File: src/logic/bwdc_pkg.sv
// package: register map, field positions, reset values and states of the bus watch data comparator
package bwdc_pkg;

	// bus widths of the watched processor buses and of the register port, and the trace depth
	localparam int BUS_ADDR_W  = 18;
	localparam int BUS_DATA_W  = 16;
	localparam int AV_ADDR_W   = 10;
	localparam int TRACE_DEPTH = 8;

	// register indexes; byte address on the register port is four times the index
	localparam logic [7:0] REG_CTL1_IDX     = 8'h20;
	localparam logic [7:0] REG_STATUS_IDX   = 8'h21;
	localparam logic [7:0] REG_IRQ_ST_IDX   = 8'h22;
	localparam logic [7:0] REG_IRQ_MSK_IDX  = 8'h23;
	localparam logic [7:0] REG_TRACE_IDX    = 8'h24;
	localparam logic [7:0] REG_CMP_CTL_IDX  = 8'h28;
	localparam logic [7:0] REG_ADDR_HI_IDX  = 8'h29;
	localparam logic [7:0] REG_ADDR_MID_IDX = 8'h2a;
	localparam logic [7:0] REG_ADDR_LO_IDX  = 8'h2b;
	localparam logic [7:0] REG_DATA_HI_IDX  = 8'h2c;
	localparam logic [7:0] REG_DATA_LO_IDX  = 8'h2d;
	localparam logic [7:0] REG_DMASK_HI_IDX = 8'h2e;
	localparam logic [7:0] REG_DMASK_LO_IDX = 8'h2f;

	// debug_control_one fields
	localparam int CTL1_ARM_BIT   = 7;
	localparam int CTL1_FORCE_BIT = 6;
	localparam int CTL1_BRK_BIT   = 4;
	localparam int CTL1_TRACE_BIT = 3;
	localparam int CTL1_VIEW_LSB  = 0;

	// comparator_view_select codes
	localparam logic [1:0] VIEW_A    = 2'h0;
	localparam logic [1:0] VIEW_B    = 2'h1;
	localparam logic [1:0] VIEW_C    = 2'h2;
	localparam logic [1:0] VIEW_NONE = 2'h3;

	// comparator control fields (comparator_a_control and its siblings)
	localparam int CC_EN_BIT  = 0;
	localparam int CC_RW_BIT  = 2;
	localparam int CC_RWE_BIT = 3;
	localparam int CC_SZ_BIT  = 4;
	localparam int CC_TAG_BIT = 5;
	localparam int CC_SZE_BIT = 6;

	// interrupt status and mask layout
	localparam int IRQ_W         = 3;
	localparam int IRQ_FINAL_BIT = 0;
	localparam int IRQ_BRK_BIT   = 1;
	localparam int IRQ_FULL_BIT  = 2;

	// reset values
	localparam logic [7:0]            CTL1_RST    = 8'h00;
	localparam logic [7:0]            CMP_CTL_RST = 8'h00;
	localparam logic [BUS_ADDR_W-1:0] ADDR_RST    = 18'h00000;
	localparam logic [7:0]            DATA_RST    = 8'h00;
	localparam logic [7:0]            MASK_RST    = 8'h00;
	localparam logic [IRQ_W-1:0]      IRQ_RST     = 3'h0;

	// state sequencer states
	typedef enum logic [2:0] {
		BWDC_IDLE  = 3'b001,
		BWDC_ARMED = 3'b010,
		BWDC_FINAL = 3'b100
	} bwdc_state_e;

endpackage : bwdc_pkg

File: src/logic/bwdc_comparator.sv
// module: one address comparator with optional data, direction, size and tag qualification
`timescale 1ns/1ps
module bwdc_comparator import bwdc_pkg::*; #(
	parameter bit HAS_DATA = 1'b0,
	parameter bit HAS_SIZE = 1'b0
) (
	// clock and reset
	input  wire logic                  clock,
	input  wire logic                  reset,
	// comparator setup
	input  wire logic [7:0]            ctl,
	input  wire logic [BUS_ADDR_W-1:0] cmp_addr,
	input  wire logic [BUS_DATA_W-1:0] cmp_data,
	input  wire logic [BUS_DATA_W-1:0] cmp_mask,
	// watched bus
	input  wire logic                  bus_valid,
	input  wire logic [BUS_ADDR_W-1:0] bus_addr,
	input  wire logic [BUS_DATA_W-1:0] bus_data,
	input  wire logic                  bus_read,
	input  wire logic                  bus_byte,
	input  wire logic                  bus_fetch,
	input  wire logic                  exec_valid,
	input  wire logic                  exec_discard,
	input  wire logic                  inhibit,
	// result
	output logic                       hit
);

	logic raw_hit;
	logic rw_ok;
	logic size_ok;
	logic data_ok;
	logic forced_hit;
	logic tag_set;
	logic tag_pend_ff;

	// address match, blocked while the debug monitor owns the bus
	assign raw_hit = bus_valid && !inhibit && ctl[CC_EN_BIT] && (bus_addr == cmp_addr);
	assign rw_ok   = !ctl[CC_RWE_BIT] || (ctl[CC_RW_BIT] == bus_read);
	assign size_ok = !HAS_SIZE || !ctl[CC_SZE_BIT] || (ctl[CC_SZ_BIT] == bus_byte);
	// only comparator A looks at data; a zero mask bit lets that bit float
	assign data_ok = !HAS_DATA || (((bus_data ^ cmp_data) & cmp_mask) == '0);
	// forced match fires in the same cycle as the bus; tagging ignores data and access type
	assign forced_hit = raw_hit && !ctl[CC_TAG_BIT] && rw_ok && size_ok && data_ok;
	assign tag_set    = raw_hit && ctl[CC_TAG_BIT] && bus_fetch;

	// tag tracking: one pending opcode, dropped if the queue throws it away
	always_ff @(posedge clock) begin
		if (reset) begin
			tag_pend_ff <= 1'b0;
		end else if (tag_set) begin
			tag_pend_ff <= 1'b1; // set wins over a discard in the same cycle
		end else if (exec_discard || (exec_valid && !inhibit) || !ctl[CC_TAG_BIT]) begin
			tag_pend_ff <= 1'b0;
		end
	end

	assign hit = forced_hit || (tag_pend_ff && exec_valid && !exec_discard && !inhibit);
endmodule : bwdc_comparator

File: src/logic/bwdc_sequencer.sv
// module: state sequencer that reaches the final state on a match or a software force
`timescale 1ns/1ps
module bwdc_sequencer import bwdc_pkg::*; (
	// clock and reset
	input  wire logic  clock,
	input  wire logic  reset,
	// control
	input  wire logic  armed,
	input  wire logic  match,
	input  wire logic  force_final,
	input  wire logic  brk_en,
	input  wire logic  trace_en,
	input  wire logic  secure,
	// results
	output bwdc_state_e state_ff,
	output logic       final_pulse_ff,
	output logic       brk_pulse_ff,
	output logic       trace_start_ff
);

	bwdc_state_e nxt_state;
	logic        enter_final;

	// transitions; nothing leaves idle unless armed, and disarming returns to idle
	always_comb begin
		nxt_state = state_ff;
		case (state_ff)
			BWDC_IDLE:  nxt_state = armed ? BWDC_ARMED : BWDC_IDLE;
			BWDC_ARMED: begin
				if (!armed) begin
					nxt_state = BWDC_IDLE;
				end else if (match || force_final) begin
					nxt_state = BWDC_FINAL;
				end
			end
			BWDC_FINAL: nxt_state = armed ? BWDC_FINAL : BWDC_IDLE;
			default:    nxt_state = BWDC_IDLE;
		endcase
	end

	assign enter_final = (state_ff == BWDC_ARMED) && (nxt_state == BWDC_FINAL);

	// state and final-state actions; secure mode keeps breakpoints but no tracing
	always_ff @(posedge clock) begin
		if (reset) begin
			state_ff       <= BWDC_IDLE;
			final_pulse_ff <= 1'b0;
			brk_pulse_ff   <= 1'b0;
			trace_start_ff <= 1'b0;
		end else begin
			state_ff       <= nxt_state;
			final_pulse_ff <= enter_final;
			brk_pulse_ff   <= enter_final && brk_en;
			trace_start_ff <= enter_final && trace_en && !secure;
		end
	end
endmodule : bwdc_sequencer

File: src/logic/bwdc_top.sv
// module: bus watch data comparator with registers on an Avalon-MM slave
//
// How it works
// - each data value bit says whether its data bus bit must be zero or one
// - a value bit counts only where the same mask bit is one
// - two masks cover bits 15..8 and 7..0; zero ignores, one compares
// - data comparison happens only while the comparator A tag bit is clear
// - data registers read only with view 00, written only then and unarmed
// - only comparator A has data registers; B and C never compare data
// - secure mode keeps breakpoints but stops all tracing
// - the arm bit enables sequencer triggering, trace storage and breakpoints
// - every comparator watches the address bus; A also watches masked data
// - matches may be qualified by read/write direction, and on comparator B only by word/byte size
// - a forced match moves the sequencer in the same cycle as the bus
// - a tagged match moves the sequencer only when its opcode executes
// - entering the final state starts tracing and/or raises a breakpoint
// - writing the force bit jumps to the final state, with breakpoint if enabled
// - the trace window is two bytes wide and answers only 16-bit reads
// - the view field picks comparator A, B, C or none in the shared window
// - comparators are blocked in background debug mode and its accesses
//
// Added by the designer: the Avalon-MM register port.
`timescale 1ns/1ps
module bwdc_top import bwdc_pkg::*; #(
	parameter int DEPTH = TRACE_DEPTH
) (
	// clock and reset
	input  wire logic                  clock,
	input  wire logic                  reset,
	// register port
	input  wire logic [AV_ADDR_W-1:0]  avs_address,
	input  wire logic                  avs_read,
	input  wire logic                  avs_write,
	input  wire logic [31:0]           avs_writedata,
	input  wire logic [3:0]            avs_byteenable,
	output logic      [31:0]           avs_readdata,
	output logic                       avs_waitrequest,
	// watched processor buses
	input  wire logic                  bus_valid,
	input  wire logic [BUS_ADDR_W-1:0] bus_addr,
	input  wire logic [BUS_DATA_W-1:0] bus_data,
	input  wire logic                  bus_read,
	input  wire logic                  bus_byte,
	input  wire logic                  bus_fetch,
	input  wire logic                  exec_valid,
	input  wire logic                  exec_discard,
	// chip state
	input  wire logic                  background_debug_mode,
	input  wire logic                  debug_access,
	input  wire logic                  secure,
	// results
	output logic                       cpu_break,
	output logic                       irq
);

	localparam int PTR_W = $clog2(DEPTH);

	// one byte of an 18-bit comparator address, by lane
	function automatic logic [7:0] addr_byte(input logic [BUS_ADDR_W-1:0] a, input logic [1:0] lane);
		logic [23:0] wide;
		wide = {6'h00, a};
		addr_byte = wide[lane*8 +: 8];
	endfunction : addr_byte

	////////////////////////////////////////////////////////////////////////////////
	// register port decode

	logic [7:0]            idx;
	logic                  wr_take;
	logic                  rd_take;
	logic                  lane0;
	logic [7:0]            wbyte;
	logic                  avs_waitrequest_ff;
	logic [31:0]           avs_readdata_ff;
	logic [31:0]           nxt_readdata;
	logic [7:0]            ctl1_ff;
	logic                  armed;
	logic [1:0]            view;
	logic [1:0]            view_slot;
	logic                  view_ok;
	logic                  force_pulse_ff;
	logic [7:0]            cmp_ctl_ff  [0:2];
	logic [BUS_ADDR_W-1:0] cmp_addr_ff [0:2];
	logic [7:0]            data_hi_ff;
	logic [7:0]            data_lo_ff;
	logic [7:0]            mask_hi_ff;
	logic [7:0]            mask_lo_ff;
	logic [IRQ_W-1:0]      irq_st_ff;
	logic [IRQ_W-1:0]      irq_msk_ff;
	logic [IRQ_W-1:0]      irq_evt;
	logic                  irq_ff;
	logic                  cpu_break_ff;

	assign idx       = avs_address[9:2];
	assign wr_take   = avs_write && !avs_waitrequest_ff;
	assign rd_take   = avs_read && !avs_waitrequest_ff;
	assign lane0     = avs_byteenable[0];
	assign wbyte     = avs_writedata[7:0];
	assign armed     = ctl1_ff[CTL1_ARM_BIT];
	assign view      = ctl1_ff[CTL1_VIEW_LSB +: 2];
	assign view_ok   = (view != VIEW_NONE);
	assign view_slot = view_ok ? view : VIEW_A;

	// one wait cycle per request: the answer comes on the second edge
	always_ff @(posedge clock) begin
		if (reset) begin
			avs_waitrequest_ff <= 1'b1;
		end else begin
			avs_waitrequest_ff <= !((avs_read || avs_write) && avs_waitrequest_ff);
		end
	end

	////////////////////////////////////////////////////////////////////////////////
	// control register and software force

	always_ff @(posedge clock) begin
		if (reset) begin
			ctl1_ff        <= CTL1_RST;
			force_pulse_ff <= 1'b0;
		end else begin
			force_pulse_ff <= 1'b0;
			if (wr_take && lane0 && idx == REG_CTL1_IDX) begin
				ctl1_ff        <= {wbyte[7], 1'b0, wbyte[5:0]}; // force bit never reads back
				force_pulse_ff <= wbyte[CTL1_FORCE_BIT];
			end
		end
	end

	////////////////////////////////////////////////////////////////////////////////
	// comparator setup through the shared window; locked while armed

	always_ff @(posedge clock) begin
		if (reset) begin
			for (int i = 0; i < 3; i++) begin
				cmp_ctl_ff[i]  <= CMP_CTL_RST;
				cmp_addr_ff[i] <= ADDR_RST;
			end
		end else if (wr_take && lane0 && view_ok && !armed) begin
			case (idx)
				REG_CMP_CTL_IDX:  cmp_ctl_ff[view_slot]         <= wbyte;
				REG_ADDR_HI_IDX:  cmp_addr_ff[view_slot][17:16] <= wbyte[1:0];
				REG_ADDR_MID_IDX: cmp_addr_ff[view_slot][15:8]  <= wbyte;
				REG_ADDR_LO_IDX:  cmp_addr_ff[view_slot][7:0]   <= wbyte;
				default:          ;
			endcase
		end
	end

	// data value and masks: comparator A only, view A and unarmed
	always_ff @(posedge clock) begin
		if (reset) begin
			data_hi_ff <= DATA_RST;
			data_lo_ff <= DATA_RST;
			mask_hi_ff <= MASK_RST;
			mask_lo_ff <= MASK_RST;
		end else if (wr_take && lane0 && view == VIEW_A && !armed) begin
			case (idx)
				REG_DATA_HI_IDX:  data_hi_ff <= wbyte;
				REG_DATA_LO_IDX:  data_lo_ff <= wbyte;
				REG_DMASK_HI_IDX: mask_hi_ff <= wbyte;
				REG_DMASK_LO_IDX: mask_lo_ff <= wbyte;
				default:          ;
			endcase
		end
	end

	////////////////////////////////////////////////////////////////////////////////
	// comparators and sequencer

	logic [2:0]  cmp_hit;
	logic        inhibit;
	bwdc_state_e seq_state;
	logic        final_pulse;
	logic        brk_pulse;
	logic        trace_start;

	assign inhibit = background_debug_mode || debug_access;

	for (genvar g = 0; g < 3; g++) begin : g_cmp
		bwdc_comparator #(
			.HAS_DATA (g == 0),
			.HAS_SIZE (g == 1)
		) u_cmp (
			.clock        (clock),
			.reset        (reset),
			.ctl          (cmp_ctl_ff[g]),
			.cmp_addr     (cmp_addr_ff[g]),
			.cmp_data     ({data_hi_ff, data_lo_ff}),
			.cmp_mask     ({mask_hi_ff, mask_lo_ff}),
			.bus_valid    (bus_valid),
			.bus_addr     (bus_addr),
			.bus_data     (bus_data),
			.bus_read     (bus_read),
			.bus_byte     (bus_byte),
			.bus_fetch    (bus_fetch),
			.exec_valid   (exec_valid),
			.exec_discard (exec_discard),
			.inhibit      (inhibit),
			.hit          (cmp_hit[g])
		);
	end

	bwdc_sequencer u_seq (
		.clock          (clock),
		.reset          (reset),
		.armed          (armed),
		.match          (|cmp_hit),
		.force_final    (force_pulse_ff),
		.brk_en         (ctl1_ff[CTL1_BRK_BIT]),
		.trace_en       (ctl1_ff[CTL1_TRACE_BIT]),
		.secure         (secure),
		.state_ff       (seq_state),
		.final_pulse_ff (final_pulse),
		.brk_pulse_ff   (brk_pulse),
		.trace_start_ff (trace_start)
	);

	// breakpoint to the processor, only while armed
	always_ff @(posedge clock) begin
		if (reset) begin
			cpu_break_ff <= 1'b0;
		end else begin
			cpu_break_ff <= brk_pulse && armed;
		end
	end
	assign cpu_break = cpu_break_ff;

	////////////////////////////////////////////////////////////////////////////////
	// trace store and 16-bit read window

	logic [BUS_DATA_W-1:0] trace_mem [0:DEPTH-1];
	logic                  tracing_ff;
	logic [PTR_W:0]        trace_cnt_ff;
	logic [PTR_W-1:0]      trace_wp_ff;
	logic [PTR_W-1:0]      trace_rp_ff;
	logic                  trace_full;
	logic                  trace_push;
	logic                  trace_pop;
	logic                  trace_word_rd;

	assign trace_full    = (trace_cnt_ff == (PTR_W+1)'(DEPTH));
	// secure mode or disarm stops storage at once; tracing only follows the final state
	assign trace_push    = tracing_ff && armed && !secure && bus_valid && !inhibit && !trace_full;
	assign trace_word_rd = (avs_byteenable[1:0] == 2'h3); // byte reads get zero and do not advance
	assign trace_pop     = rd_take && idx == REG_TRACE_IDX && trace_word_rd && trace_cnt_ff != '0;

	always_ff @(posedge clock) begin
		if (reset) begin
			tracing_ff <= 1'b0;
		end else if (trace_start) begin
			tracing_ff <= 1'b1;
		end else if (!armed || secure || trace_full) begin
			tracing_ff <= 1'b0;
		end
	end

	always_ff @(posedge clock) begin
		if (reset) begin
			trace_wp_ff  <= '0;
			trace_rp_ff  <= '0;
			trace_cnt_ff <= '0;
		end else begin
			if (trace_push) begin
				trace_wp_ff <= trace_wp_ff + 1'b1;
			end
			if (trace_pop) begin
				trace_rp_ff <= trace_rp_ff + 1'b1;
			end
			trace_cnt_ff <= trace_cnt_ff + (PTR_W+1)'(trace_push) - (PTR_W+1)'(trace_pop);
		end
	end

	always_ff @(posedge clock) begin
		if (trace_push) begin
			trace_mem[trace_wp_ff] <= bus_data;
		end
	end

	////////////////////////////////////////////////////////////////////////////////
	// interrupts: sticky status, write one to clear, set wins

	assign irq_evt = {trace_push && (trace_cnt_ff == (PTR_W+1)'(DEPTH-1)), brk_pulse && armed, final_pulse};

	always_ff @(posedge clock) begin
		if (reset) begin
			irq_st_ff  <= IRQ_RST;
			irq_msk_ff <= IRQ_RST;
		end else begin
			if (wr_take && lane0 && idx == REG_IRQ_MSK_IDX) begin
				irq_msk_ff <= wbyte[IRQ_W-1:0];
			end
			if (wr_take && lane0 && idx == REG_IRQ_ST_IDX) begin
				irq_st_ff <= (irq_st_ff & ~wbyte[IRQ_W-1:0]) | irq_evt;
			end else begin
				irq_st_ff <= irq_st_ff | irq_evt;
			end
		end
	end

	always_ff @(posedge clock) begin
		if (reset) begin
			irq_ff <= 1'b0;
		end else begin
			irq_ff <= |(irq_st_ff & irq_msk_ff);
		end
	end
	assign irq = irq_ff;

	////////////////////////////////////////////////////////////////////////////////
	// read data; unmapped and hidden registers read zero

	always_comb begin
		nxt_readdata = 32'h00000000;
		case (idx)
			REG_CTL1_IDX:     nxt_readdata[7:0] = ctl1_ff;
			REG_STATUS_IDX:   nxt_readdata[7:0] = {1'b0, tracing_ff, trace_full, 2'h0, seq_state};
			REG_IRQ_ST_IDX:   nxt_readdata[IRQ_W-1:0] = irq_st_ff;
			REG_IRQ_MSK_IDX:  nxt_readdata[IRQ_W-1:0] = irq_msk_ff;
			REG_TRACE_IDX:    nxt_readdata[15:0] = trace_word_rd ? trace_mem[trace_rp_ff] : 16'h0000;
			REG_CMP_CTL_IDX:  nxt_readdata[7:0] = view_ok ? cmp_ctl_ff[view_slot] : 8'h00;
			REG_ADDR_HI_IDX:  nxt_readdata[7:0] = view_ok ? addr_byte(cmp_addr_ff[view_slot], 2'h2) : 8'h00;
			REG_ADDR_MID_IDX: nxt_readdata[7:0] = view_ok ? addr_byte(cmp_addr_ff[view_slot], 2'h1) : 8'h00;
			REG_ADDR_LO_IDX:  nxt_readdata[7:0] = view_ok ? addr_byte(cmp_addr_ff[view_slot], 2'h0) : 8'h00;
			REG_DATA_HI_IDX:  nxt_readdata[7:0] = (view == VIEW_A) ? data_hi_ff : 8'h00;
			REG_DATA_LO_IDX:  nxt_readdata[7:0] = (view == VIEW_A) ? data_lo_ff : 8'h00;
			REG_DMASK_HI_IDX: nxt_readdata[7:0] = (view == VIEW_A) ? mask_hi_ff : 8'h00;
			REG_DMASK_LO_IDX: nxt_readdata[7:0] = (view == VIEW_A) ? mask_lo_ff : 8'h00;
			default:          nxt_readdata = 32'h00000000;
		endcase
	end

	always_ff @(posedge clock) begin
		if (reset) begin
			avs_readdata_ff <= 32'h00000000;
		end else if (avs_read && avs_waitrequest_ff) begin
			avs_readdata_ff <= nxt_readdata; // stands with waitrequest low
		end
	end

	assign avs_readdata    = avs_readdata_ff;
	assign avs_waitrequest = avs_waitrequest_ff;
endmodule : bwdc_top

File: config.mk
export PLATFORM = sky130hd
export DESIGN_NAME = bwdc_top
export DESIGN_NICKNAME = d
export VERILOG_FILES = /design/src/logic/bwdc_pkg.sv /design/src/logic/bwdc_comparator.sv /design/src/logic/bwdc_sequencer.sv /design/src/logic/bwdc_top.sv
export SDC_FILE = /design/constraint.sdc
export NUM_CORES = 1
export LEC_CHECK = 0
export ABC_AREA = 1
export BUFFER_PORTS_ARGS = -buffer_cell sky130_fd_sc_hd__buf_4
export CAP_MARGIN = 20
export CORE_MARGIN = 4
export CORE_UTILIZATION = 57
export DETAILED_ROUTE_END_ITERATION = 12
export GPL_ROUTABILITY_DRIVEN = 1
export PLACE_DENSITY = 0.75
export SYNTH_ARGS = -nofsm -noshare
export SYNTH_HDL_FRONTEND = slang
export SYNTH_SLANG_ARGS = --single-unit
export TNS_END_PERCENT = 20
File: constraint.sdc
create_clock -name clock -period 7.7 [get_ports clock]
set_input_delay 1.155 -clock clock [delete_from_list [all_inputs] [get_ports clock]]
set_output_delay 1.155 -clock clock [all_outputs]
set_load 0.1 [all_outputs]
==> results.toml, run 1 <==
[finish]
design.final.nets = 1849
post-route-cell-area_sq_mm = 0.0170
antennaDiodeCount = 0
utilization_pct = 66.8
mostFrequentLayoutCells = "sky130_fd_sc_hd__nand2_1 (327), sky130_fd_sc_hd__nor2_1 (267), sky130_fd_sc_hd__edfxtp_1 (232), sky130_fd_sc_hd__o21ai_0 (200), sky130_fd_sc_hd__inv_1 (148)"
regArea_sq_mm = 0.00873
layout_commonest_cell = "sky130_fd_sc_hd__nand2_1"
layout-drive-gt1-share_pct = 10.5
stdcell_count = 2098
syn_to_final_growth_pct = 13.9
footprint_of_the_multi_input_gates_sq_mm = 0.00530
final.fill_count = 2015

[drt]
drt_drc_violations_left = 0
post_drt_via_cell_ratio = 5.78
drt-initial-drc-count = 1355
drt-pass1-iter-count = 6
finalWirelength_um = 40500
wl_per_cell_um = 19.3
route.vias.total = 12100
drtAntennaViolNets = 0

[sta]
max_slew.worst_pin.slew_ns = 0.972
setup_repair_after_global_routing_missed_its_margin = "false"
worst_clock_skew_ns = 0.0168
timing.final.hold_violations = 0
setup_total_negative_slack_ns = 0
fin_crit_sh_pct = 45.6
final.min_clock_period_ns = 3.51
maxSlewViolCount = 0
worst_slack_on_hold_paths_ns = 0.434
max_freq_ghz = 0.285
timing.final.setup_violations = 0
slew_headroom_pct = 35.2
final_critical_path_setup_slack_ns = 4.19

[clocking]
cts_sinks = 320
insertion_delay_ns = 0.52
tritoncts.num_buffers = 35
ctsHoldBuffers = 0
cts_setup_buffers = 0
cts_buffer_depth = 3
clk_pin_slew_ns = 0.06
tritoncts_clock_tree = "yes"
cell_at_the_root_of_the_clock_tree = "sky130_fd_sc_hd__clkbuf_16"
cts_resized = 0
cts_max_level = 2

[place]
placement.setup.worst_slack_ns = 3.71
placedCellCount = 2032
dpl_cell_area_sq_mm = 0.0158
dp.final_hpwl_um = 27100
placement.io_buffers = 83
gp_congestion = 0.920

[min_path]
whs_path_depth = 2
worstHoldPathType = "reg2reg"

[outcome]
run_status = "finished clean"

[logic_synthesis]
synth-async-reset-ratio_pct = 0
yosysUniqueCellTypes = 38
netlist_area_sq_mm = 0.0149
synth_seq_cells = 320
synth_top_area_share_pct = 46.7
yosys-top-cells-area = "sky130_fd_sc_hd__edfxtp_1 (47%), sky130_fd_sc_hd__dfxtp_1 (12%), sky130_fd_sc_hd__nand2_1 (8.2%)"
synth_edf_count = 232
synth_area_per_cell_sq_um = 8.92
synth.yosys.seq_area_share_pct = 58.5
synthFlopType = "sky130_fd_sc_hd__edfxtp_1"
syn-instance-count = 1674
ys_warn_count = 0
synth_largest_area_cell = "sky130_fd_sc_hd__edfxtp_1"

[critical_path]
endpoint_class_of_the_critical_path = "flip-flop"
critPathMaxStageDelay_ns = 0.41
worstPathCellList = "buf_4, nor2_1, nand3_2, inv_2, nand4_1, nor2_4, inv_1, nor4_1, ha_1, inv_1, ha_1, inv_1, fa_1, xor2_1, nor2_1"
critical_path_required_ns = 8.08
worst-path-max-fanout = 17
timing.critical_path.buf_inv = 5
critPathKind = "in2reg"
reg2regPathDepth = 11
cell_type_of_the_slowest_stage_on_the_worst_timing_path = "sky130_fd_sc_hd__fa_1"
worst_ep_arrival_time_ns = 3.89
critical-path-top-delay-family = "simple AND/OR/NAND/NOR gates"
worst_setup_path_start_kind = "input port"
critical_path_depth = 15
worst_path_most_repeated_cell = "sky130_fd_sc_hd__inv_1"

[floorplanning]
core_region_area_sq_mm = 0.0255
die_span_in_x_um = 170
boundaryPins = 128
die-height_um = 170
start_util_pct = 58.6
placementRows = 58
design.die.area_sq_mm = 0.0288

[global_route]
grt_start_max_net_pins = 71
grt_pass1_vias = 11400
initial_antenna_violation_count = 0
grt_overflow = 0
groute.usage.overall_pct = 27.4
grt_first_pass_wirelength_um = 61400

[power_and_ir_drop]
p_total_mw = 3.75
vdd_drop_max_v = 0.000189
power_per_cell_area_mw_per_mm2 = 220
p_leak_nw = 6.70

[job]
maxCapViolCount = 0
==> cell families (layout without fill, tap and decap cells) <==
kind of cell	after synthesis	count (layout)	synth area share, %
adder cells (fa/ha/maj)	15	15	1.31
AO/OA/AOI/OAI	352	352	12.4
XOR/XNOR	13	13	0.763
other	1	16	0.0251
buffers and inverters	243	322	6.69
flip-flops	320	320	58.5
AND/OR/NAND/NOR	730	730	20.3
==> final timing paths <==
kind / startpoint / endpoint / slack [ns]
max reg2reg: flip-flop / avs_readdata[1]$_SDFFE_PP0P_ / 4.61
min reg2reg: u_seq.final_pulse_ff$_SDFF_PP0_ / irq_st_ff[0]$_SDFF_PP0_ / 0.43
min: u_seq.final_pulse_ff$_SDFF_PP0_ / irq_st_ff[0]$_SDFF_PP0_ / 0.43
max: avs_address[9] / trace_cnt_ff[2]$_SDFF_PP0_ / 4.19
==> layout make-up <==
class,count,share of cell area [%]
sequential,320,51.3
clock buffer,51,6.16
tap,330,2.43
clock inverter,13,0.787
inverter,158,3.49
timing repair buffer,100,4.65
multi-input combinational,1126,31.2
==> worst register-to-register path: stages (launching register included) <==
cell and delay [ns]:
sky130_fd_sc_hd__dfxtp_2 0.31, sky130_fd_sc_hd__buf_4 0.51, sky130_fd_sc_hd__inv_1 0.61, sky130_fd_sc_hd__buf_4 0.42
sky130_fd_sc_hd__o21ai_0 0.21, sky130_fd_sc_hd__o22ai_1 0.10, sky130_fd_sc_hd__nand2_1 0.07, sky130_fd_sc_hd__nand2_1 0.18
sky130_fd_sc_hd__nand2_1 0.11, sky130_fd_sc_hd__nand2_1 0.05, sky130_fd_sc_hd__o21ai_0 0.30, sky130_fd_sc_hd__a21oi_1 0.11
==> synth_stat cells, types with 3 or more instances <==
cell type                  count
sky130_fd_sc_hd__clkbuf_1     56
sky130_fd_sc_hd__o221ai_1      4
sky130_fd_sc_hd__inv_1       148
sky130_fd_sc_hd__nor2_4        3
sky130_fd_sc_hd__nand2_1     327
sky130_fd_sc_hd__buf_4        16
sky130_fd_sc_hd__nor2_1      267
sky130_fd_sc_hd__nor3_1       15
sky130_fd_sc_hd__nand3_1      71
sky130_fd_sc_hd__nand4_1      33
sky130_fd_sc_hd__or2_2         6
sky130_fd_sc_hd__edfxtp_1    232
sky130_fd_sc_hd__buf_2         9
sky130_fd_sc_hd__o22ai_1      30
sky130_fd_sc_hd__clkinv_1      5
sky130_fd_sc_hd__inv_2         5
sky130_fd_sc_hd__ha_1         14
sky130_fd_sc_hd__nor4_4        3
sky130_fd_sc_hd__xor2_1        8
sky130_fd_sc_hd__o21a_1        6
sky130_fd_sc_hd__dfxtp_1      88
sky130_fd_sc_hd__a21boi_0      3
sky130_fd_sc_hd__a21oi_1     102
sky130_fd_sc_hd__xnor2_1       5
sky130_fd_sc_hd__o21ai_0     200
==> layer usage <==
metal,track usage (%),part of all wire [%],wire (um)
met5,0,0,0
met4,11.2,4.1,1650
met3,5.06,8.9,3600
met2,44.5,47,19000
met1,36.8,40,16200
==> flip-flops by register name, indices dropped and copies added (netlist names), 3 cells and up, named ones only <==
signal and flops:
avs_readdata 16, mask_lo_ff 8, irq_st_ff 3, cmp_addr_ff 72, g_cmp.u_cmp.tag_pend_ff 3, data_lo_ff 8, trace_cnt_ff 4, cmp_ctl_ff 32
irq_msk_ff 3, mask_hi_ff 8, trace_wp_ff 3, u_seq.state_ff 3, trace_rp_ff 3, ctl1_ff 7, trace_mem 128, data_hi_ff 8
==> where the power goes <==
part,leakage [nW],internal (mW),switching [mW]
sequential,2.90,1.86,0.00873
combinational,3.22,0.0458,0.144
clock,0.580,1.02,0.676
Note: power is estimated with default switching activity, not from simulation.
==> run 2, diff against run 1 <==
clock period = 3.6 ns   (was 7.7 ns; I/O delays follow)
==> run 2 against run 1 <==
Against the previous run:
- count of clock-buffer cells in the layout rose by 3
- global-route usage rose by 0.48 points
- first-iteration DRC count rose by 17%
- largest cell class unchanged
- largest power group unchanged
==> results.toml, run 2 (same netlist as run 1, synthesis figures left out) <==
[clocking]
cts_max_level = 2
insertion_delay_ns = 0.52
ctsHoldBuffers = 0
tritoncts_clock_tree = "yes"
cell_at_the_root_of_the_clock_tree = "sky130_fd_sc_hd__clkbuf_16"
tritoncts.num_buffers = 35
cts_setup_buffers = 0
clk_pin_slew_ns = 0.06
cts_resized = 0
cts_buffer_depth = 3
cts_sinks = 320

[sta]
timing.final.hold_violations = 0
worst_clock_skew_ns = 0.0241
timing.final.setup_violations = 0
setup_repair_after_global_routing_missed_its_margin = "false"
maxSlewViolCount = 0
slew_headroom_pct = 34.0
fin_crit_sh_pct = 76.7
worst_slack_on_hold_paths_ns = 0.257
setup_total_negative_slack_ns = 0
final.min_clock_period_ns = 2.76
max_slew.worst_pin.slew_ns = 0.989
max_freq_ghz = 0.362

[floorplanning]
die-height_um = 170
start_util_pct = 58.6
die_span_in_x_um = 170
design.die.area_sq_mm = 0.0288
boundaryPins = 128
placementRows = 58
core_region_area_sq_mm = 0.0255

[drt]
route.vias.total = 12100
drt-pass1-iter-count = 6
finalWirelength_um = 40500
drtAntennaViolNets = 0
drt_drc_violations_left = 0
wl_per_cell_um = 19.2
drt-initial-drc-count = 1588
post_drt_via_cell_ratio = 5.75

[min_path]
whs_path_depth = 2
hold_path_startpoint = "avs_write"
worstHoldPathType = "in2reg"
hold-path-endpoint = "avs_waitrequest$_SDFF_PP1_"

[critical_path]
worst_ep_arrival_time_ns = 2.91
worst_setup_path_start_kind = "flip-flop"
timing.rr.end = "cmp_addr_ff[3][2]$_DFFE_PP_"
critical_path.reg2reg.startpoint = "avs_waitrequest$_SDFF_PP1_"
reg2regPathDepth = 9
timing.critical_path.buf_inv = 3
critical-path-top-delay-family = "simple AND/OR/NAND/NOR gates"
worst-path-max-fanout = 10
endpoint_class_of_the_critical_path = "flip-flop"
ff2ff_setup_slack_ns = 0.84
worst_path_most_repeated_cell = "sky130_fd_sc_hd__inv_2"
cell_type_of_the_slowest_stage_on_the_worst_timing_path = "sky130_fd_sc_hd__nor2_1"
critical_path_required_ns = 3.75
critPathMaxStageDelay_ns = 0.62
worstPathCellList = "inv_2, nand2_1, nor2_4, inv_2, nor4_4, inv_2, nor4_4, nand2_1, nor2_1"
critPathKind = "reg2reg"

[global_route]
groute.layer.met3.usage_pct = 4.44
grt_start_max_net_pins = 68
globalRouteMet2Util_pct = 46.0
gr-usage-met1_pct = 37.9
grt_pass1_vias = 11500
initial_antenna_violation_count = 0
gr-max-usage-layer = "met2"
groute.usage.overall_pct = 27.9
grt_first_pass_wirelength_um = 62700
grt_overflow = 0

[place]
placedCellCount = 2044
dpl_cell_area_sq_mm = 0.0159
gp_congestion = 0.973
dp.final_hpwl_um = 27700
placement.io_buffers = 83

[outcome]
run_status = "finished clean"

[finish]
syn_to_final_growth_pct = 13.9
layout_commonest_cell = "sky130_fd_sc_hd__nand2_1"
post-route-cell-area_sq_mm = 0.0170
registers.top_by_ff_count = "trace_mem"
layout-drive-gt1-share_pct = 10.5
design.final.nets = 1860
antennaDiodeCount = 0
max_ffs_per_register = 128
mostFrequentLayoutCells = "sky130_fd_sc_hd__nand2_1 (327), sky130_fd_sc_hd__nor2_1 (267), sky130_fd_sc_hd__edfxtp_1 (232), sky130_fd_sc_hd__o21ai_0 (200), sky130_fd_sc_hd__inv_1 (148)"
largest_registers = "trace_mem (128), cmp_addr_ff (72), cmp_ctl_ff (32)"
utilization_pct = 66.7
stdcell_count = 2109

[power_and_ir_drop]
clkPwrFrac_pct = 43.7
sequentialPowerShare_pct = 51.1
power_per_cell_area_mw_per_mm2 = 460
p_leak_nw = 6.69
vdd_drop_max_v = 0.000386
power_frac_comb_pct = 5.2
power.share.switching_pct = 22.3
p_sw_mw = 1.75
power.internal_mw = 6.07

[job]
maxCapViolCount = 0
## run 2: power groups by stage
stage / registers (mW) / logic, mW / clock network, mW
after floorplan: 4.07 / 0.236 / 0
after global placement: 4.07 / 0.396 / 0
after detailed placement: 4.07 / 0.401 / 0
after CTS: 3.99 / 0.403 / 3.45
after global routing: 3.99 / 0.438 / 3.62
final: 3.99 / 0.408 / 3.42
## run 2: stage by stage
stage                     power, mW  setup slack, ns
after floorplan                4.31            0.842
after global placement         4.47            0.408
after detailed placement       4.47            0.382
after CTS                      7.84            0.857
after global routing           8.05            0.661
final                          7.82            0.840
## run 2: layer usage
layer	vias up	share of wire, %
met4	0	4.0
li1	5781	-
met3	122	8.8
met2	600	47
met1	5632	40
met5	-	0
## run 2: worst max path at each step
stage	start	end	slack (ns)	cells past startpoint
detailed placement	avs_address[9]	trace_cnt_ff[2]$_SDFF_PP0_	0.38	15
global route	avs_address[9]	trace_cnt_ff[2]$_SDFF_PP0_	0.66	15
global placement	avs_address[9]	trace_cnt_ff[2]$_SDFF_PP0_	0.41	15
floorplan	debug_access	trace_mem[1][0]$_DFFE_PP_	0.84	7
finish	avs_waitrequest$_SDFF_PP1_	cmp_addr_ff[3][2]$_DFFE_PP_	0.84	9
CTS	avs_waitrequest$_SDFF_PP1_	cmp_addr_ff[3][3]$_DFFE_PP_	0.86	9
## run 2: layout make-up
cell class / count / area (sq um)
Clock buffer: 54 / 998
Tap cell: 330 / 413
Clock inverter: 10 / 96.3
Multi-Input combinational cell: 1126 / 5300
Fill cell: 2015 / 8470
Inverter: 158 / 593
Sequential cell: 320 / 8730
Timing Repair Buffer: 111 / 866
## run 2: worst reg2reg max path, stage by stage, from the launching register on
cell and delay, ns:
sky130_fd_sc_hd__dfxtp_1 0.36, sky130_fd_sc_hd__inv_2 0.06, sky130_fd_sc_hd__nand2_1 0.07, sky130_fd_sc_hd__nor2_4 0.19, sky130_fd_sc_hd__inv_2 0.09, sky130_fd_sc_hd__nor4_4 0.32
sky130_fd_sc_hd__inv_2 0.14, sky130_fd_sc_hd__nor4_4 0.25, sky130_fd_sc_hd__nand2_1 0.32, sky130_fd_sc_hd__nor2_1 0.62
